--- config.mk ---
export PLATFORM = sky130hd
export DESIGN_NAME = pecs_top
export DESIGN_NICKNAME = d
export VERILOG_FILES = /design/src/hdl/pecs_pkg.sv /design/src/hdl/pecs_top.sv
export SDC_FILE = /design/constraint.sdc
export NUM_CORES = 1
export LEC_CHECK = 0
export BUFFER_PORTS_ARGS = -buffer_cell sky130_fd_sc_hd__buf_4
export CAP_MARGIN = 40
export CELL_PAD_IN_SITES_DETAIL_PLACEMENT = 0
export CELL_PAD_IN_SITES_GLOBAL_PLACEMENT = 1
export CORE_ASPECT_RATIO = 0.8
export CORE_MARGIN = 10
export CORE_UTILIZATION = 44
export DETAILED_ROUTE_END_ITERATION = 12
export PLACE_DENSITY = 0.78
export SLEW_MARGIN = 15
export SYNTH_ARGS = -nofsm -noshare
export SYNTH_HDL_FRONTEND = slang
export SYNTH_SLANG_ARGS = --single-unit
--- constraint.sdc ---
create_clock -name i_ref_clk -period 4.85 [get_ports i_ref_clk]
set_clock_uncertainty 0.15 [all_clocks]
set_input_delay 0 -clock i_ref_clk [delete_from_list [all_inputs] [get_ports i_ref_clk]]
set_output_delay 0 -clock i_ref_clk [all_outputs]
set_load 0.1 [all_outputs]
--- src/hdl/pecs_pkg.sv ---
// Package for the two-counter event select block.
// Assumes a single 40 MHz core clock; event inputs are synchronous to it.
package pecs_pkg;
    // Register byte offsets
    localparam logic [7:0]  ADDR_CTRL      = 8'h00;
    localparam logic [7:0]  ADDR_LOWER_CNT = 8'h04;
    localparam logic [7:0]  ADDR_UPPER_CNT = 8'h08;
    localparam logic [7:0]  ADDR_STATUS    = 8'h0c;
    // Control field layout
    localparam int          SEL_LO_POS     = 0;
    localparam int          SEL_HI_POS     = 8;
    localparam int          PT_EN_POS      = 16;
    localparam logic [31:0] CTRL_RESET     = 32'h0000_0000;
    localparam logic [31:0] CNT_RESET      = 32'h0000_0000;
    localparam logic [31:0] ZERO_WORD      = 32'h0000_0000;
    // Block load/store reference weight
    localparam logic [3:0]  BLOCK_REFS     = 4'h8;
    // Select codes
    localparam logic [5:0] SEL_0D = 6'h0d;
    localparam logic [5:0] SEL_0E = 6'h0e;
    localparam logic [5:0] SEL_0F = 6'h0f;
    localparam logic [5:0] SEL_11 = 6'h11;
    localparam logic [5:0] SEL_12 = 6'h12;
    localparam logic [5:0] SEL_13 = 6'h13;
    localparam logic [5:0] SEL_14 = 6'h14;
    localparam logic [5:0] SEL_18 = 6'h18;
    localparam logic [5:0] SEL_1C = 6'h1c;
    localparam logic [5:0] SEL_20 = 6'h20;
    localparam logic [5:0] SEL_21 = 6'h21;
    localparam logic [5:0] SEL_22 = 6'h22;
    localparam logic [5:0] SEL_23 = 6'h23;
    localparam logic [5:0] SEL_24 = 6'h24;
    localparam logic [5:0] SEL_25 = 6'h25;
    localparam logic [5:0] SEL_27 = 6'h27;
    localparam logic [5:0] SEL_RSV_FIRST = 6'h2a;
    // AHB encodings
    localparam logic [1:0] HTRANS_NONSEQ = 2'b10;
    localparam logic [2:0] HSIZE_WORD    = 3'b010;

    // Single-cycle event strobes from internal sources
    typedef struct packed {
        logic l2_excl_hit_read_own;
        logic l2_dirty_writeback;
        logic l2_snoop_invalidate;
        logic l2_snoop_copyback;
        logic l2_data_read_miss;
        logic l2_data_block;
        logic l2_instr_read_miss;
        logic mem_read_issued;
        logic mem_write_issued;
        logic mem_read_returned;
        logic mem_seq_busy_stall;
        logic mem_buffer_overflow_stall;
        logic mem_speculative_accept;
        logic mem_bank_open_count;
        logic mem_seq_reads;
        logic mem_seq_writes;
        logic mem_page_conflict;
        logic snoop_rx;
        logic snoop_owned;
        logic marker_instr;
        logic fp_add_pipe_done;
        logic fp_mul_pipe_done;
    } pecs_events_t;

    typedef struct packed {
        logic [5:0] lower_event_select;
        logic [5:0] upper_event_select;
        logic       page_track_en;
    } pecs_ctrl_t;
endpackage : pecs_pkg

--- src/hdl/pecs_top.sv ---
// Two event counters, each steered by its own six-bit select, on AHB-Lite.
// Assumes event strobes come from logic on i_ref_clk; the flow-control and
// snoop acknowledge levels are pins and get synchronised here.
//
// Notes on behaviour
// Lower 0x0d counts exclusive hits issuing read-own
// Upper 0x0d counts dirty subblock writebacks
// Lower 0x0e counts snoop invalidations
// Upper 0x0e counts snoop copybacks
// Lower 0x0f counts data read misses
// Upper 0x0f counts instruction read misses
// Lower 0x20/0x21 count issued reads, writes
// Lower 0x22 counts reads returned to bus
// Lower 0x23/0x24 count sequencer, buffer stalls
// Lower 0x25 counts speculative accepts
// Upper 0x20 counts bank open commands
// Upper 0x21/0x22 count sequencer reads, writes
// Upper 0x23 page conflicts, zero untracked
// Lower 0x11 counts received snoops
// Lower 0x12 counts system clock ticks with flow control asserted
// Lower 0x13 counts owned snoop acknowledges
// Lower 0x14, upper 0x1c count marker
// Lower 0x18 add, upper 0x27 multiply completions
// Codes 0x2a upward select nothing
// Stall events count every true cycle
// Cache events count every access
// Block access counts eight references
// Each counter follows its own select
// Reserved select never increments
//
// The register addresses and the AHB-Lite register port are this design's own decisions.
`timescale 1ns/10ps
module pecs_top (
    // Clock and reset
    input  wire logic                 i_ref_clk,
    input  wire logic                 i_sys_rst,
    // AHB-Lite slave
    input  wire logic                 i_hsel,
    input  wire logic [7:0]           i_haddr,
    input  wire logic [1:0]           i_htrans,
    input  wire logic                 i_hwrite,
    input  wire logic [2:0]           i_hsize,
    input  wire logic [31:0]          i_hwdata,
    input  wire logic                 i_hready,
    output logic      [31:0]          o_hrdata,
    output logic                      o_hreadyout,
    output logic                      o_hresp,
    // Event sources
    input  wire pecs_pkg::pecs_events_t i_events,
    input  wire logic                 i_data_addr_flow_control,
    input  wire logic                 i_snoop_ack_pin,
    input  wire logic                 i_sys_clk_tick
);

    // Synchronisers for pin levels
    logic [1:0] fc_sync;
    logic [1:0] ack_sync;
    logic [1:0] next_fc_sync;
    logic [1:0] next_ack_sync;

    always_comb begin
        next_fc_sync  = {fc_sync[0], i_data_addr_flow_control};
        next_ack_sync = {ack_sync[0], i_snoop_ack_pin};
    end

    always_ff @(posedge i_ref_clk or posedge i_sys_rst) begin
        if (i_sys_rst) begin
            fc_sync  <= 2'h0;
            ack_sync <= 2'h0;
        end else begin
            fc_sync  <= next_fc_sync;
            ack_sync <= next_ack_sync;
        end
    end

    // Snoop acknowledge signals owned on a request strobe
    logic owned_hit;
    logic flow_hit;
    assign owned_hit = i_events.snoop_owned & ack_sync[1];
    assign flow_hit  = i_sys_clk_tick & fc_sync[1];

    // Register state
    pecs_pkg::pecs_ctrl_t ctrl;
    pecs_pkg::pecs_ctrl_t next_ctrl;
    logic [31:0] lower_event_counter;
    logic [31:0] upper_event_counter;
    logic [31:0] next_lower;
    logic [31:0] next_upper;
    logic        dph_write;
    logic        dph_read;
    logic [7:0]  dph_addr;
    logic        next_dph_write;
    logic        next_dph_read;
    logic [7:0]  next_dph_addr;
    logic [31:0] next_hrdata;

    // Lower counter increment mux
    function automatic logic [3:0] lower_inc(input logic [5:0] sel,
                                             input pecs_pkg::pecs_events_t ev,
                                             input logic fl, input logic ow);
        logic [3:0] inc;
        inc = 4'h0;
        if (sel < pecs_pkg::SEL_RSV_FIRST) begin
            unique case (sel)
                pecs_pkg::SEL_0D: inc = {3'h0, ev.l2_excl_hit_read_own};
                pecs_pkg::SEL_0E: inc = {3'h0, ev.l2_snoop_invalidate};
                pecs_pkg::SEL_0F: begin
                    if (ev.l2_data_block) begin
                        inc = pecs_pkg::BLOCK_REFS;
                    end else begin
                        inc = {3'h0, ev.l2_data_read_miss};
                    end
                end
                pecs_pkg::SEL_11: inc = {3'h0, ev.snoop_rx};
                pecs_pkg::SEL_12: inc = {3'h0, fl};
                pecs_pkg::SEL_13: inc = {3'h0, ow};
                pecs_pkg::SEL_14: inc = {3'h0, ev.marker_instr};
                pecs_pkg::SEL_18: inc = {3'h0, ev.fp_add_pipe_done};
                pecs_pkg::SEL_20: inc = {3'h0, ev.mem_read_issued};
                pecs_pkg::SEL_21: inc = {3'h0, ev.mem_write_issued};
                pecs_pkg::SEL_22: inc = {3'h0, ev.mem_read_returned};
                pecs_pkg::SEL_23: inc = {3'h0, ev.mem_seq_busy_stall};
                pecs_pkg::SEL_24: inc = {3'h0, ev.mem_buffer_overflow_stall};
                pecs_pkg::SEL_25: inc = {3'h0, ev.mem_speculative_accept};
                default:          inc = 4'h0;
            endcase
        end
        return inc;
    endfunction : lower_inc

    // Upper counter increment mux
    function automatic logic [3:0] upper_inc(input logic [5:0] sel,
                                             input pecs_pkg::pecs_events_t ev,
                                             input logic pt);
        logic [3:0] inc;
        inc = 4'h0;
        if (sel < pecs_pkg::SEL_RSV_FIRST) begin
            unique case (sel)
                pecs_pkg::SEL_0D: inc = {3'h0, ev.l2_dirty_writeback};
                pecs_pkg::SEL_0E: inc = {3'h0, ev.l2_snoop_copyback};
                pecs_pkg::SEL_0F: inc = {3'h0, ev.l2_instr_read_miss};
                pecs_pkg::SEL_1C: inc = {3'h0, ev.marker_instr};
                pecs_pkg::SEL_20: inc = {3'h0, ev.mem_bank_open_count};
                pecs_pkg::SEL_21: inc = {3'h0, ev.mem_seq_reads};
                pecs_pkg::SEL_22: inc = {3'h0, ev.mem_seq_writes};
                pecs_pkg::SEL_23: inc = {3'h0, ev.mem_page_conflict & pt};
                pecs_pkg::SEL_27: inc = {3'h0, ev.fp_mul_pipe_done};
                default:          inc = 4'h0;
            endcase
        end
        return inc;
    endfunction : upper_inc

    logic [3:0] lo_step;
    logic [3:0] up_step;
    logic       wr_ctrl;
    logic       wr_lo;
    logic       wr_up;

    always_comb begin
        lo_step = lower_inc(ctrl.lower_event_select, i_events, flow_hit, owned_hit);
        up_step = upper_inc(ctrl.upper_event_select, i_events, ctrl.page_track_en);
        wr_ctrl = dph_write && (dph_addr == pecs_pkg::ADDR_CTRL);
        wr_lo   = dph_write && (dph_addr == pecs_pkg::ADDR_LOWER_CNT);
        wr_up   = dph_write && (dph_addr == pecs_pkg::ADDR_UPPER_CNT);
        next_ctrl = ctrl;
        if (wr_ctrl) begin
            next_ctrl.lower_event_select = i_hwdata[pecs_pkg::SEL_LO_POS +: 6];
            next_ctrl.upper_event_select = i_hwdata[pecs_pkg::SEL_HI_POS +: 6];
            next_ctrl.page_track_en      = i_hwdata[pecs_pkg::PT_EN_POS];
        end
        // A software write to a counter wins over a same-cycle event
        next_lower = wr_lo ? i_hwdata : lower_event_counter + {28'h0, lo_step};
        next_upper = wr_up ? i_hwdata : upper_event_counter + {28'h0, up_step};
    end

    // AHB-Lite: zero wait states, always OKAY
    logic addr_ok;
    always_comb begin
        addr_ok = i_hsel && i_hready && (i_htrans == pecs_pkg::HTRANS_NONSEQ)
                  && (i_hsize == pecs_pkg::HSIZE_WORD);
        next_dph_write = addr_ok && i_hwrite;
        next_dph_read  = addr_ok && !i_hwrite;
        next_dph_addr  = addr_ok ? i_haddr : dph_addr;
        next_hrdata    = pecs_pkg::ZERO_WORD;
        if (addr_ok && !i_hwrite) begin
            unique case (i_haddr)
                pecs_pkg::ADDR_CTRL: begin
                    next_hrdata = pecs_pkg::ZERO_WORD;
                    next_hrdata[pecs_pkg::SEL_LO_POS +: 6] = ctrl.lower_event_select;
                    next_hrdata[pecs_pkg::SEL_HI_POS +: 6] = ctrl.upper_event_select;
                    next_hrdata[pecs_pkg::PT_EN_POS]       = ctrl.page_track_en;
                end
                pecs_pkg::ADDR_LOWER_CNT: next_hrdata = next_lower;
                pecs_pkg::ADDR_UPPER_CNT: next_hrdata = next_upper;
                pecs_pkg::ADDR_STATUS: begin
                    next_hrdata = {26'h0, ack_sync[1], fc_sync[1],
                                   lo_step != 4'h0, up_step != 4'h0,
                                   ctrl.lower_event_select >= pecs_pkg::SEL_RSV_FIRST,
                                   ctrl.upper_event_select >= pecs_pkg::SEL_RSV_FIRST};
                end
                default: next_hrdata = pecs_pkg::ZERO_WORD;
            endcase
        end
    end

    always_ff @(posedge i_ref_clk or posedge i_sys_rst) begin
        if (i_sys_rst) begin
            ctrl                <= pecs_pkg::pecs_ctrl_t'(pecs_pkg::CTRL_RESET[12:0]);
            lower_event_counter <= pecs_pkg::CNT_RESET;
            upper_event_counter <= pecs_pkg::CNT_RESET;
            dph_write           <= 1'b0;
            dph_read            <= 1'b0;
            dph_addr            <= 8'h00;
            o_hrdata            <= pecs_pkg::ZERO_WORD;
        end else begin
            ctrl                <= next_ctrl;
            lower_event_counter <= next_lower;
            upper_event_counter <= next_upper;
            dph_write           <= next_dph_write;
            dph_read            <= next_dph_read;
            dph_addr            <= next_dph_addr;
            o_hrdata            <= next_hrdata;
        end
    end

    assign o_hreadyout = 1'b1;
    assign o_hresp     = 1'b0;
endmodule : pecs_top

==> results.json, run 1 <==
{
  "status": "complete, no violations",
  "internal-power_w": 0.00220,
  "cp.buffers_inverters": 0,
  "htreeDepth": 4,
  "totalNegativeSetupSlack_ns": 0,
  "p_leak_nw": 3.79,
  "seqPwrFrac_pct": 40.7,
  "wirelength_um": 21900,
  "grt_setup_unrepaired": "no",
  "p_per_area_mw_per_mm2": 341,
  "grt_pass1_vias": 5977,
  "final_cell_area_mm2": 0.00885,
  "n_fill_cell": 1275,
  "die_area_mm2": 0.0205,
  "hold_path.class": "input port to flip-flop",
  "layout_common_cells": "122 x dfrtp_1, 116 x buf_4, 99 x nor2_1",
  "min_period_ns": 3.93,
  "startpoint_type": "flip-flop",
  "drc_errors": 0,
  "fp.dieW_um": 158,
  "dr.first_iter.drc_count": 670,
  "coreArea_mm2": 0.0149,
  "syn-instance-count": 684,
  "numCtsBuffers": 17,
  "cts_tree": "built",
  "dp_slack_ns": 0.996,
  "critPathArrivalTime_ns": 4.06,
  "ys.flop_type": "dfrtp_1",
  "synth_edf_count": 0,
  "synth_top_area_share_pct": 45.8,
  "ys_ff_latch": 122,
  "synth-compound-area-share_pct": 12.7,
  "synth_fp_nets": 764,
  "synthAdderAreaFrac_pct": 0.939,
  "fmax_mhz": 255,
  "placed_area_mm2": 0.00765,
  "synthMuxAreaShare_pct": 5.82,
  "path_class": "flip-flop to flip-flop",
  "synth_area_mm2": 0.00666,
  "grt_pass1_wl_um": 34100,
  "final_common_cell": "dfrtp_1",
  "antenna_cells": 0,
  "ys_seq_area_share_pct": 45.8,
  "cp.required_ns": 4.98,
  "slew-limit-headroom_pct": 39.6,
  "critical_path.slowest_cell": "or4b_2",
  "ir_drop_mv": 0.306,
  "antenna_found_initial": 0,
  "nets": 927,
  "cts_setup_buffers": 0,
  "max_stage_delay_ns": 0.72,
  "area_delta_synth_final_pct": 32.8,
  "power.total_w": 0.00301,
  "crit_chain": "or4b_2, nor3_1, a211o_1, a31oi_1, nand3_1, ha_1, ha_1, a31oi_2, or3_4, nor3_1, xor2_1, a222oi_1, nor2_1",
  "register_area_mm2": 0.00305,
  "switching_share_pct": 27.1,
  "drv_slew": 0,
  "period_share_pct": 81.0,
  "critPathMaxFanout": 11,
  "dpl.hpwl_um": 15700,
  "clock_latency_ns": 0.42,
  "yosysTopAreaCell": "dfrtp_1",
  "multi_input_area_mm2": 0.00343,
  "hold_violations": 0,
  "cp-end-kind": "flip-flop",
  "p_clk_share_pct": 45.4,
  "drtPass1Iterations": 6,
  "power_switching_w": 0.000818,
  "overflow": 0,
  "row_count": 40,
  "max-cap-violations": 0,
  "combPwrFrac_pct": 13.9,
  "synth-xor-area-share_pct": 7.36,
  "synthTopCellsByArea": "dfrtp_1 46%, nor2_1 5.6%, mux2_2 4.9%, xnor2_1 4.3%, a21oi_1 4.1%",
  "finalWeightedCongestion": 0.920,
  "async_reset_ff_share_pct": 100,
  "cts_sinks": 122,
  "io_pins": 109,
  "synth_top_family_by_area": "simple AND/OR/NAND/NOR gates",
  "post_drt_via_cell_ratio": 5.76,
  "vias": 6040,
  "setup_viol": 0,
  "wire_per_inst_um": 20.9,
  "drive_gt1_share_pct": 23.6,
  "port_buffers": 106,
  "tightestPinTransition_ns": 0.898,
  "cp_top_family": "simple AND/OR/NAND/NOR gates",
  "fin_ws_ns": 0.921,
  "root_buffer": "clkbuf_16",
  "die_h_um": 130,
  "synth.distinct_cells": 73,
  "start_util_pct": 44.7,
  "yosysWarnings": 0,
  "yosys.area_share.simple_pct": 24.6,
  "syn_avg_cell_area_um2": 9.74,
  "ant_nets": 0,
  "grt_max_degree": 48,
  "grtUsageTotal_pct": 21.6,
  "clk_pin_slew_ns": 0.06,
  "clockBufferDepth": 2
}
==> per-stage QoR <==
step	hold slack, ns	utilization, %	std cells
after floorplan	-0.119	-	684
after global placement	-0.0394	51.1	958
after detailed placement	-0.0388	51.3	961
after CTS	0.0458	59.3	1048
after global routing	0.0650	59.3	1049
final	0.0539	59.3	1049
==> layer usage <==
layer / track usage [%] / wire length (um) / share of wire [%]
met5: 0 / 0 / 0
met4: 4.23 / 201 / 0.92
met3: 6.41 / 1940 / 8.8
met2: 32.6 / 9850 / 45
met1: 30.1 / 9910 / 45
==> layout make-up <==
type	instances	share of cell area, %
Clock buffer	19	5.01
Clock inverter	13	2.19
Inverter	11	0.495
Multi-Input combinational cell	522	38.8
Sequential cell	122	34.5
Tap cell	189	2.67
Timing Repair Buffer	173	16.4
==> flip-flops by register name (all words and copies together) (netlist names) <==
| signal | flops |
|---|---|
| dph_write | 1 |
| ctrl | 13 |
| lower_event_counter | 32 |
| dph_addr | 8 |
| upper_event_counter | 32 |
| ack_sync | 2 |
| o_hrdata | 32 |
| fc_sync | 2 |
==> cell families after synthesis <==
| family | Yosys count |
|---|---|
| other | 2 |
| DFF | 122 |
| muxes | 35 |
| AOI/OAI and AO/OA | 127 |
| xor gates and xnor gates | 56 |
| adders and majority gates | 5 |
| and+or+nand+nor | 297 |
| buffers and inverters | 40 |
==> what timing repair did <==
item                                    CTS  global route
hold endpoints to repair                193             0
hold buffers                             55             0
endpoints found under the setup margin    0             0
gates resized for setup                   0             0
==> synthesized netlist by cell type, drive strengths merged (4+ instances only) <==
master,n
nand3,28
ha,5
clkbuf,21
a31oi,6
o211ai,6
dfrtp,122
a221o,4
nand2,50
inv,11
a211o,4
nor2,100
nand4,17
nor4,13
xnor2,33
nand2b,8
buf,8
nor3,22
a22oi,6
o21a,5
mux2,30
and3,7
nand3b,7
or3,8
a222oi,8
mux2i,5
xor2,23
and2,11
o21ai,10
a21oi,56
and4,5
==> final timing paths <==
kind / startpoint / to / slack (ns) / cells past startpoint
setup / recovery: ctrl[10]$_DFFE_PP0P_ / o_hrdata[18]$_DFF_PP0_ / 0.92 / 13
hold / removal: i_hready / dph_addr[2]$_DFFE_PP0P_ / 0.05 / 5
setup reg to reg: ctrl[10]$_DFFE_PP0P_ / o_hrdata[18]$_DFF_PP0_ / 0.92 / 13
hold reg to reg: ack_sync[0]$_DFF_PP0_ / ack_sync[1]$_DFF_PP0_ / 0.20 / 0
max in group asynchronous: i_sys_rst / upper_event_counter[11]$_DFF_PP0_ / 3.26 / 5
min in group asynchronous: i_sys_rst / ctrl[1]$_DFFE_PP0P_ / 0.06 / 3
==> power groups by stage <==
stage,logic (W),registers (W),clock network [W]
after floorplan,0.000254,0.00120,0
final,0.000419,0.00123,0.00137
after CTS,0.000414,0.00122,0.00138
after detailed placement,0.000370,0.00124,0
after global placement,0.000360,0.00124,0
after global routing,0.000461,0.00124,0.00143
==> worst min-delay path, stage by stage <==
cell and delay (ns):
buf_4 0.11, nand2_1 0.05, nor3_1 0.04, buf_4 0.17, mux2_2 0.23
(Power assumes the default switching activity.)
==> inputs of run 2 (changes only) <==
- ABC_AREA: not set -> 1
- CORE_UTILIZATION: 44 -> 41
- PLACE_DENSITY: 0.78 -> 0.77
- clock period: 4.85 -> 3.8 ns (I/O delays scaled with it)
==> run 2 against run 1 <==
Net effect:
- sequential power increased by 20%
- utilization decreased by 4.8 points
- synthesized area increased by 12%
- final cell count increased by 42%
==> results.json, run 2 <==
{
  "crit_path_frequent_cell": "nand2_1",
  "crit_end": "o_hrdata[30]$_DFF_PP0_",
  "io_pins": 109,
  "crit_start": "ctrl[10]$_DFFE_PP0P_",
  "clockBufferDepth": 2,
  "root_buffer": "clkbuf_16",
  "yosysTopAreaCell": "dfrtp_1",
  "synth_area_mm2": 0.00743,
  "synth_top_area_share_pct": 41.1,
  "grt_max_degree": 56,
  "yosysWarnings": 0,
  "cts_sinks": 122,
  "cts_setup_buffers": 0,
  "critical_path.slowest_cell": "dfrtp_1",
  "ys_seq_area_share_pct": 41.1,
  "totalNegativeSetupSlack_ns": 0,
  "clk_pin_slew_ns": 0.06,
  "antenna_found_initial": 0,
  "ys.flop_type": "dfrtp_1",
  "fmax_mhz": 325,
  "final_cell_area_mm2": 0.00956,
  "port_buffers": 106,
  "dp.cells": 1415,
  "post_drt_via_cell_ratio": 5.07,
  "syn-instance-count": 1096,
  "async_reset_ff_share_pct": 100,
  "r2r.worst_path.cells": 19,
  "vias": 7547,
  "stdcell_count": 1489,
  "start_util_pct": 42.4,
  "clock_latency_ns": 0.41,
  "die_area_mm2": 0.0239,
  "area_delta_synth_final_pct": 28.6,
  "ctsHoldBuffers": 44,
  "synthTopCellsByArea": "dfrtp_1 41%, nand2_1 20%, nor2_1 6.5%, nand3_1 6.1%, inv_1 6.0%",
  "critPathArrivalTime_ns": 3.20,
  "drc_errors": 0,
  "drive_gt1_share_pct": 14.6,
  "fp.dieW_um": 171,
  "tightestPinTransition_ns": 0.874,
  "reg_top3": "lower_event_counter (32), o_hrdata (32), upper_event_counter (32)",
  "cts_resized": 0,
  "nets": 1333,
  "coreArea_mm2": 0.0175,
  "multi_input_area_mm2": 0.00381,
  "max_stage_delay_ns": 0.42,
  "antenna_cells": 0,
  "register_area_mm2": 0.00305,
  "grt_setup_unrepaired": "no",
  "cts_tree": "built",
  "startpoint_type": "flip-flop",
  "critPathMaxFanout": 6,
  "synth.distinct_cells": 40,
  "ir_drop_mv": 0.281,
  "ant_nets": 0,
  "holdWs_ns": 0.00467,
  "wirelength_um": 27100,
  "die_h_um": 140,
  "hold_violations": 0,
  "p_per_area_mw_per_mm2": 382,
  "synth_edf_count": 0,
  "setup_viol": 0,
  "yosysMostFrequentCell": "nand2_1",
  "synth_fp_nets": 1176,
  "grtUsageTotal_pct": 22.7,
  "wire_per_inst_um": 18.2,
  "htreeDepth": 4,
  "max-cap-violations": 0,
  "n_fill_cell": 1764,
  "cp.required_ns": 3.92,
  "grt_pass1_wl_um": 41900,
  "grt_pass1_vias": 7312,
  "syn_avg_cell_area_um2": 6.78,
  "reg2reg_slack_ns": 0.72,
  "dr.first_iter.drc_count": 716,
  "slew-limit-headroom_pct": 41.3,
  "row_count": 43,
  "drtPass1Iterations": 6,
  "placed_area_mm2": 0.00850,
  "path_class": "flip-flop to flip-flop",
  "final_common_cell": "nand2_1",
  "overflow": 0,
  "crit_chain": "nand2_1, nor3_1, nand2_1, nor2_1, nor2_1, nand3_1, ha_1, ha_1, nand3_1, nand2_2, nand2_2, nor2_1, nand2_1, nand2_1, nand2_1, nand2_1, nand2_1, nand2_1, a21oi_1",
  "dpl.hpwl_um": 20900,
  "hold_path.class": "input port to flip-flop",
  "cp-end-kind": "flip-flop",
  "rr_startpoint": "ctrl[10]$_DFFE_PP0P_",
  "timing.rr.end": "o_hrdata[30]$_DFF_PP0_",
  "min_period_ns": 3.08,
  "period_share_pct": 81.0,
  "numCtsBuffers": 17,
  "drv_slew": 0,
  "finalWeightedCongestion": 0.959,
  "ys_ff_latch": 122,
  "p_leak_nw": 4.76,
  "layout_common_cells": "401 x nand2_1, 128 x nor2_1, 122 x dfrtp_1",
  "synth_common_cells": "401 x nand2_1, 129 x nor2_1, 122 x dfrtp_1, 118 x inv_1, 90 x nand3_1",
  "status": "complete, no violations"
}
## run 2: changes by cell type in the layout (fill, tap and decap cells not counted), sizes merged, moves of 12 or more
cell,previous run,this run
a21boi,0,14
a21oi,56,31
inv,12,120
mux2,30,1
nand2,50,405
nand3,28,90
nor2,100,142
nor3,22,6
nor4,13,1
o21ai,10,58
xnor2,33,10
xor2,23,8
## run 2: cell type report
type / instances / share of cell area (%)
multi-input combinational: 829 / 39.8
sequential: 122 / 31.9
timing repair buffer: 161 / 14.0
clock buffer: 23 / 5.21
inverter: 122 / 4.82
tap: 225 / 2.95
clock inverter: 7 / 1.19
## run 2: metal layers
layer / up-vias / part of all wire, % / track usage [%]
li1: 3776 / - / -
met1: 3506 / 48 / 33.7
met2: 241 / 43 / 32.3
met3: 24 / 7.4 / 5.39
met4: 0 / 1.5 / 5.12
met5: - / 0 / 0
## run 2: cells by family after synthesis
family	after synthesis	synth area share [%]
xor gates and xnor gates	18	2.12
AOI/OAI and AO/OA	112	8.69
other	2	0.101
DFF	122	41.1
and+or+nand+nor	691	39.3
adders and majority gates	5	0.842
buffers and inverters	145	7.73
muxes	1	0.152
## run 2: metrics by stage
stage | setup WS, ns | total power, W | utilization [%]
after detailed placement | 0.762 | 0.00192 | 48.5
after global routing | 0.322 | 0.00380 | 54.5
after global placement | 0.801 | 0.00192 | 48.2
after CTS | 0.752 | 0.00367 | 54.5
final | 0.722 | 0.00365 | 54.5
after floorplan | 0.407 | 0.00175 | -
## run 2: critical path, delay by kind of cell (launching register included)
kind	cells	cell delay (ns)
compound gates	1	0.09
fa+ha+maj	2	0.47
flops	1	0.42
simple gates	16	1.82
## run 2: how the worst min path moves through the flow
stage                             start                     to  slack [ns]  cells past startpoint
6_report                   i_events[10]  o_hrdata[3]$_DFF_PP0_       0.005                      7
2_1_floorplan           i_snoop_ack_pin  ack_sync[0]$_DFF_PP0_       -0.12                      0
3_3_place_gp   i_data_addr_flow_control   fc_sync[0]$_DFF_PP0_       -0.04                      1
3_5_place_dp   i_data_addr_flow_control   fc_sync[0]$_DFF_PP0_       -0.04                      1
5_1_grt                    i_events[13]  o_hrdata[3]$_DFF_PP0_        0.03                      7
4_1_cts                    i_events[10]  o_hrdata[3]$_DFF_PP0_      0.0004                      7
## run 2: power breakdown
| part | total [W] | leakage (nW) | internal [W] | switching, W |
|---|---|---|---|---|
| Clock | 0.00170 | 0.305 | 0.00111 | 0.000588 |
| Sequential | 0.00148 | 1.47 | 0.00139 | 0.0000866 |
| Combinational | 0.000474 | 2.99 | 0.000194 | 0.000280 |
==> inputs of run 3 (changes only) <==
- CORE_UTILIZATION: 41 -> 37
- PLACE_DENSITY: 0.77 -> 0.74
- clock period: 3.8 -> 2.6 ns (I/O delays scaled with it)
==> run 3 against run 2 <==
Net effect:
- the run now ends with negative setup slack left
- combinational power up 110%
- utilization up 2.4 points
- clock-buffer cell count down 1
- setup slack worse by 0.80 ns
- flip-flop and latch count unchanged
- largest power group unchanged
- power up 53%
- wire length up 6.1%
- hold slack better by 0.032 ns
- first-iteration DRC count down 2.7%
- sequential power up 49%
- critical endpoint unchanged
==> results.json, run 3 (synthesized netlist as in run 2, its figures left out) <==
{
  "clk_pin_slew_ns": 0.06,
  "status": "complete, but fails checks",
  "wirelength_um": 28800,
  "timing.rr.end": "o_hrdata[30]$_DFF_PP0_",
  "grt_pass1_vias": 7895,
  "dp.cells": 1530,
  "finalWeightedCongestion": 0.945,
  "violations": "negative setup slack",
  "fp.dieW_um": 178,
  "hold_path.class": "input port to flip-flop",
  "whs_path_depth": 8,
  "io_pins": 109,
  "wire_per_inst_um": 17.7,
  "placed_area_mm2": 0.00913,
  "min_from": "i_events[10]",
  "crit_path_frequent_cell": "nand2_2",
  "drtPass1Iterations": 5,
  "dp_slack_ns": -0.320,
  "coreArea_mm2": 0.0198,
  "reg2reg_slack_ns": -0.07,
  "htreeDepth": 4,
  "final_cell_area_mm2": 0.0113,
  "final_common_cell": "nand2_1",
  "nets": 1435,
  "ant_nets": 0,
  "max_stage_delay_ns": 0.46,
  "grt_setup_unrepaired": "yes",
  "stdcell_count": 1630,
  "root_buffer": "clkbuf_16",
  "p_leak_nw": 5.44,
  "fmax_mhz": 374,
  "grt_pass1_wl_um": 44000,
  "drv_slew": 0,
  "drive_gt1_share_pct": 33.3,
  "numCtsBuffers": 17,
  "path_class": "flip-flop to flip-flop",
  "slew-limit-headroom_pct": 61.6,
  "dpl.hpwl_um": 21500,
  "reg_top3": "lower_event_counter (32), o_hrdata (32), upper_event_counter (32)",
  "rr_startpoint": "ctrl[8]$_DFFE_PP0P_",
  "min_period_ns": 2.67,
  "holdWs_ns": 0.0370,
  "cp.required_ns": 2.74,
  "holdPathEnd": "lower_event_counter[0]$_DFF_PP0_",
  "r2r.worst_path.cells": 20,
  "port_buffers": 106,
  "fin_ws_ns": -0.0747,
  "start_util_pct": 37.5,
  "critPathMaxFanout": 6,
  "period_share_pct": 103,
  "antenna_found_initial": 3,
  "clockBufferDepth": 2,
  "p_per_area_mw_per_mm2": 495,
  "cts_sinks": 122,
  "crit_chain": "buf_6, nor2_4, nand4_1, nand3_2, nor2_4, nand3_4, ha_4, ha_4, nand3_4, nand2_4, nand2_4, buf_4, nor2_4, nand2_2, nand2_1, nand2_1, nand2_2, nand2_2, nand2_2, a21oi_2",
  "drc_errors": 0,
  "row_count": 46,
  "max-cap-violations": 0,
  "cp-end-kind": "flip-flop",
  "tightestPinTransition_ns": 0.574,
  "clock_latency_ns": 0.43,
  "startpoint_type": "flip-flop",
  "die_h_um": 147,
  "setup_viol": 12,
  "overflow": 0,
  "fin_util_pct": 56.9,
  "die_area_mm2": 0.0262,
  "area_delta_synth_final_pct": 51.5,
  "critPathArrivalTime_ns": 2.82,
  "layout_common_cells": "350 x nand2_1, 200 x buf_4, 117 x dfrtp_1",
  "critical_path.slowest_cell": "dfrtp_2",
  "grt_max_degree": 65,
  "grtUsageTotal_pct": 21.7,
  "ir_drop_mv": 0.379,
  "hold_violations": 0,
  "cts_tree": "built",
  "dr.first_iter.drc_count": 697,
  "vias": 8108,
  "post_drt_via_cell_ratio": 4.97
}
-- run 3: layer usage --
| metal | global-route usage [%] | part of all wire (%) | vias up | routed length [um] |
|---|---|---|---|---|
| li1 | - | - | 3989 | - |
| met1 | 31.9 | 49 | 3889 | 14000 |
| met2 | 32.2 | 45 | 212 | 12900 |
| met3 | 4.18 | 5.8 | 18 | 1680 |
| met4 | 4.33 | 0.79 | 0 | 228 |
| met5 | 0 | 0 | - | 0 |
-- run 3: power breakdown --
| part | switching (W) | internal (W) | leakage [nW] | total (W) |
|---|---|---|---|---|
| Clock | 0.000885 | 0.00149 | 0.276 | 0.00238 |
| Combinational | 0.000519 | 0.000473 | 3.70 | 0.000993 |
| Sequential | 0.000173 | 0.00203 | 1.47 | 0.00221 |
| Total | 0.00158 | 0.00400 | 5.44 | 0.00557 |
-- run 3: area by class of cell --
cell class | count | area [um^2]
Multi-Input combinational cell | 829 | 4650
Tap cell | 264 | 330
Clock buffer | 22 | 484
Clock inverter | 7 | 92.6
Inverter | 122 | 469
Fill cell | 1883 | 8540
Timing Repair Buffer | 263 | 2170
Antenna cell | 1 | 2.50
Sequential cell | 122 | 3060
-- run 3: how the worst max path moves through the flow --
stage	slack, ns	from	end	cells after the start
floorplan	0.08	ctrl[2]$_DFFE_PP0P_	o_hrdata[10]$_DFF_PP0_	20
global placement	-0.30	ctrl[8]$_DFFE_PP0P_	o_hrdata[10]$_DFF_PP0_	18
detailed placement	-0.32	ctrl[8]$_DFFE_PP0P_	o_hrdata[10]$_DFF_PP0_	20
CTS	-0.05	ctrl[10]$_DFFE_PP0P_	o_hrdata[26]$_DFF_PP0_	20
global route	-0.22	ctrl[7]$_DFFE_PP0P_	o_hrdata[10]$_DFF_PP0_	19
finish	-0.07	ctrl[8]$_DFFE_PP0P_	o_hrdata[30]$_DFF_PP0_	20
-- run 3: timing repair --
action	CTS	global route
buffers inserted	12	14
pin swaps	32	77
resized for setup	93	157
hold endpoints to repair	236	0
hold buffers	46	0
endpoints found under the setup margin	57	65
-- run 3: per-stage QoR --
stage                     TNS (ns)  total power (W)
final                       -0.415          0.00557
after floorplan                  0          0.00256
after detailed placement     -8.14          0.00291
after global placement       -7.35          0.00291
after CTS                   -0.230          0.00543
after global routing         -5.03          0.00580
-- run 3: critical path, delay by kind of cell, from the launching register on --
family | cells | cell delay [ns]
simple gates | 15 | 1.31
flops | 1 | 0.46
fa+ha+maj | 2 | 0.29
buf+inv | 2 | 0.28
compound gates | 1 | 0.05
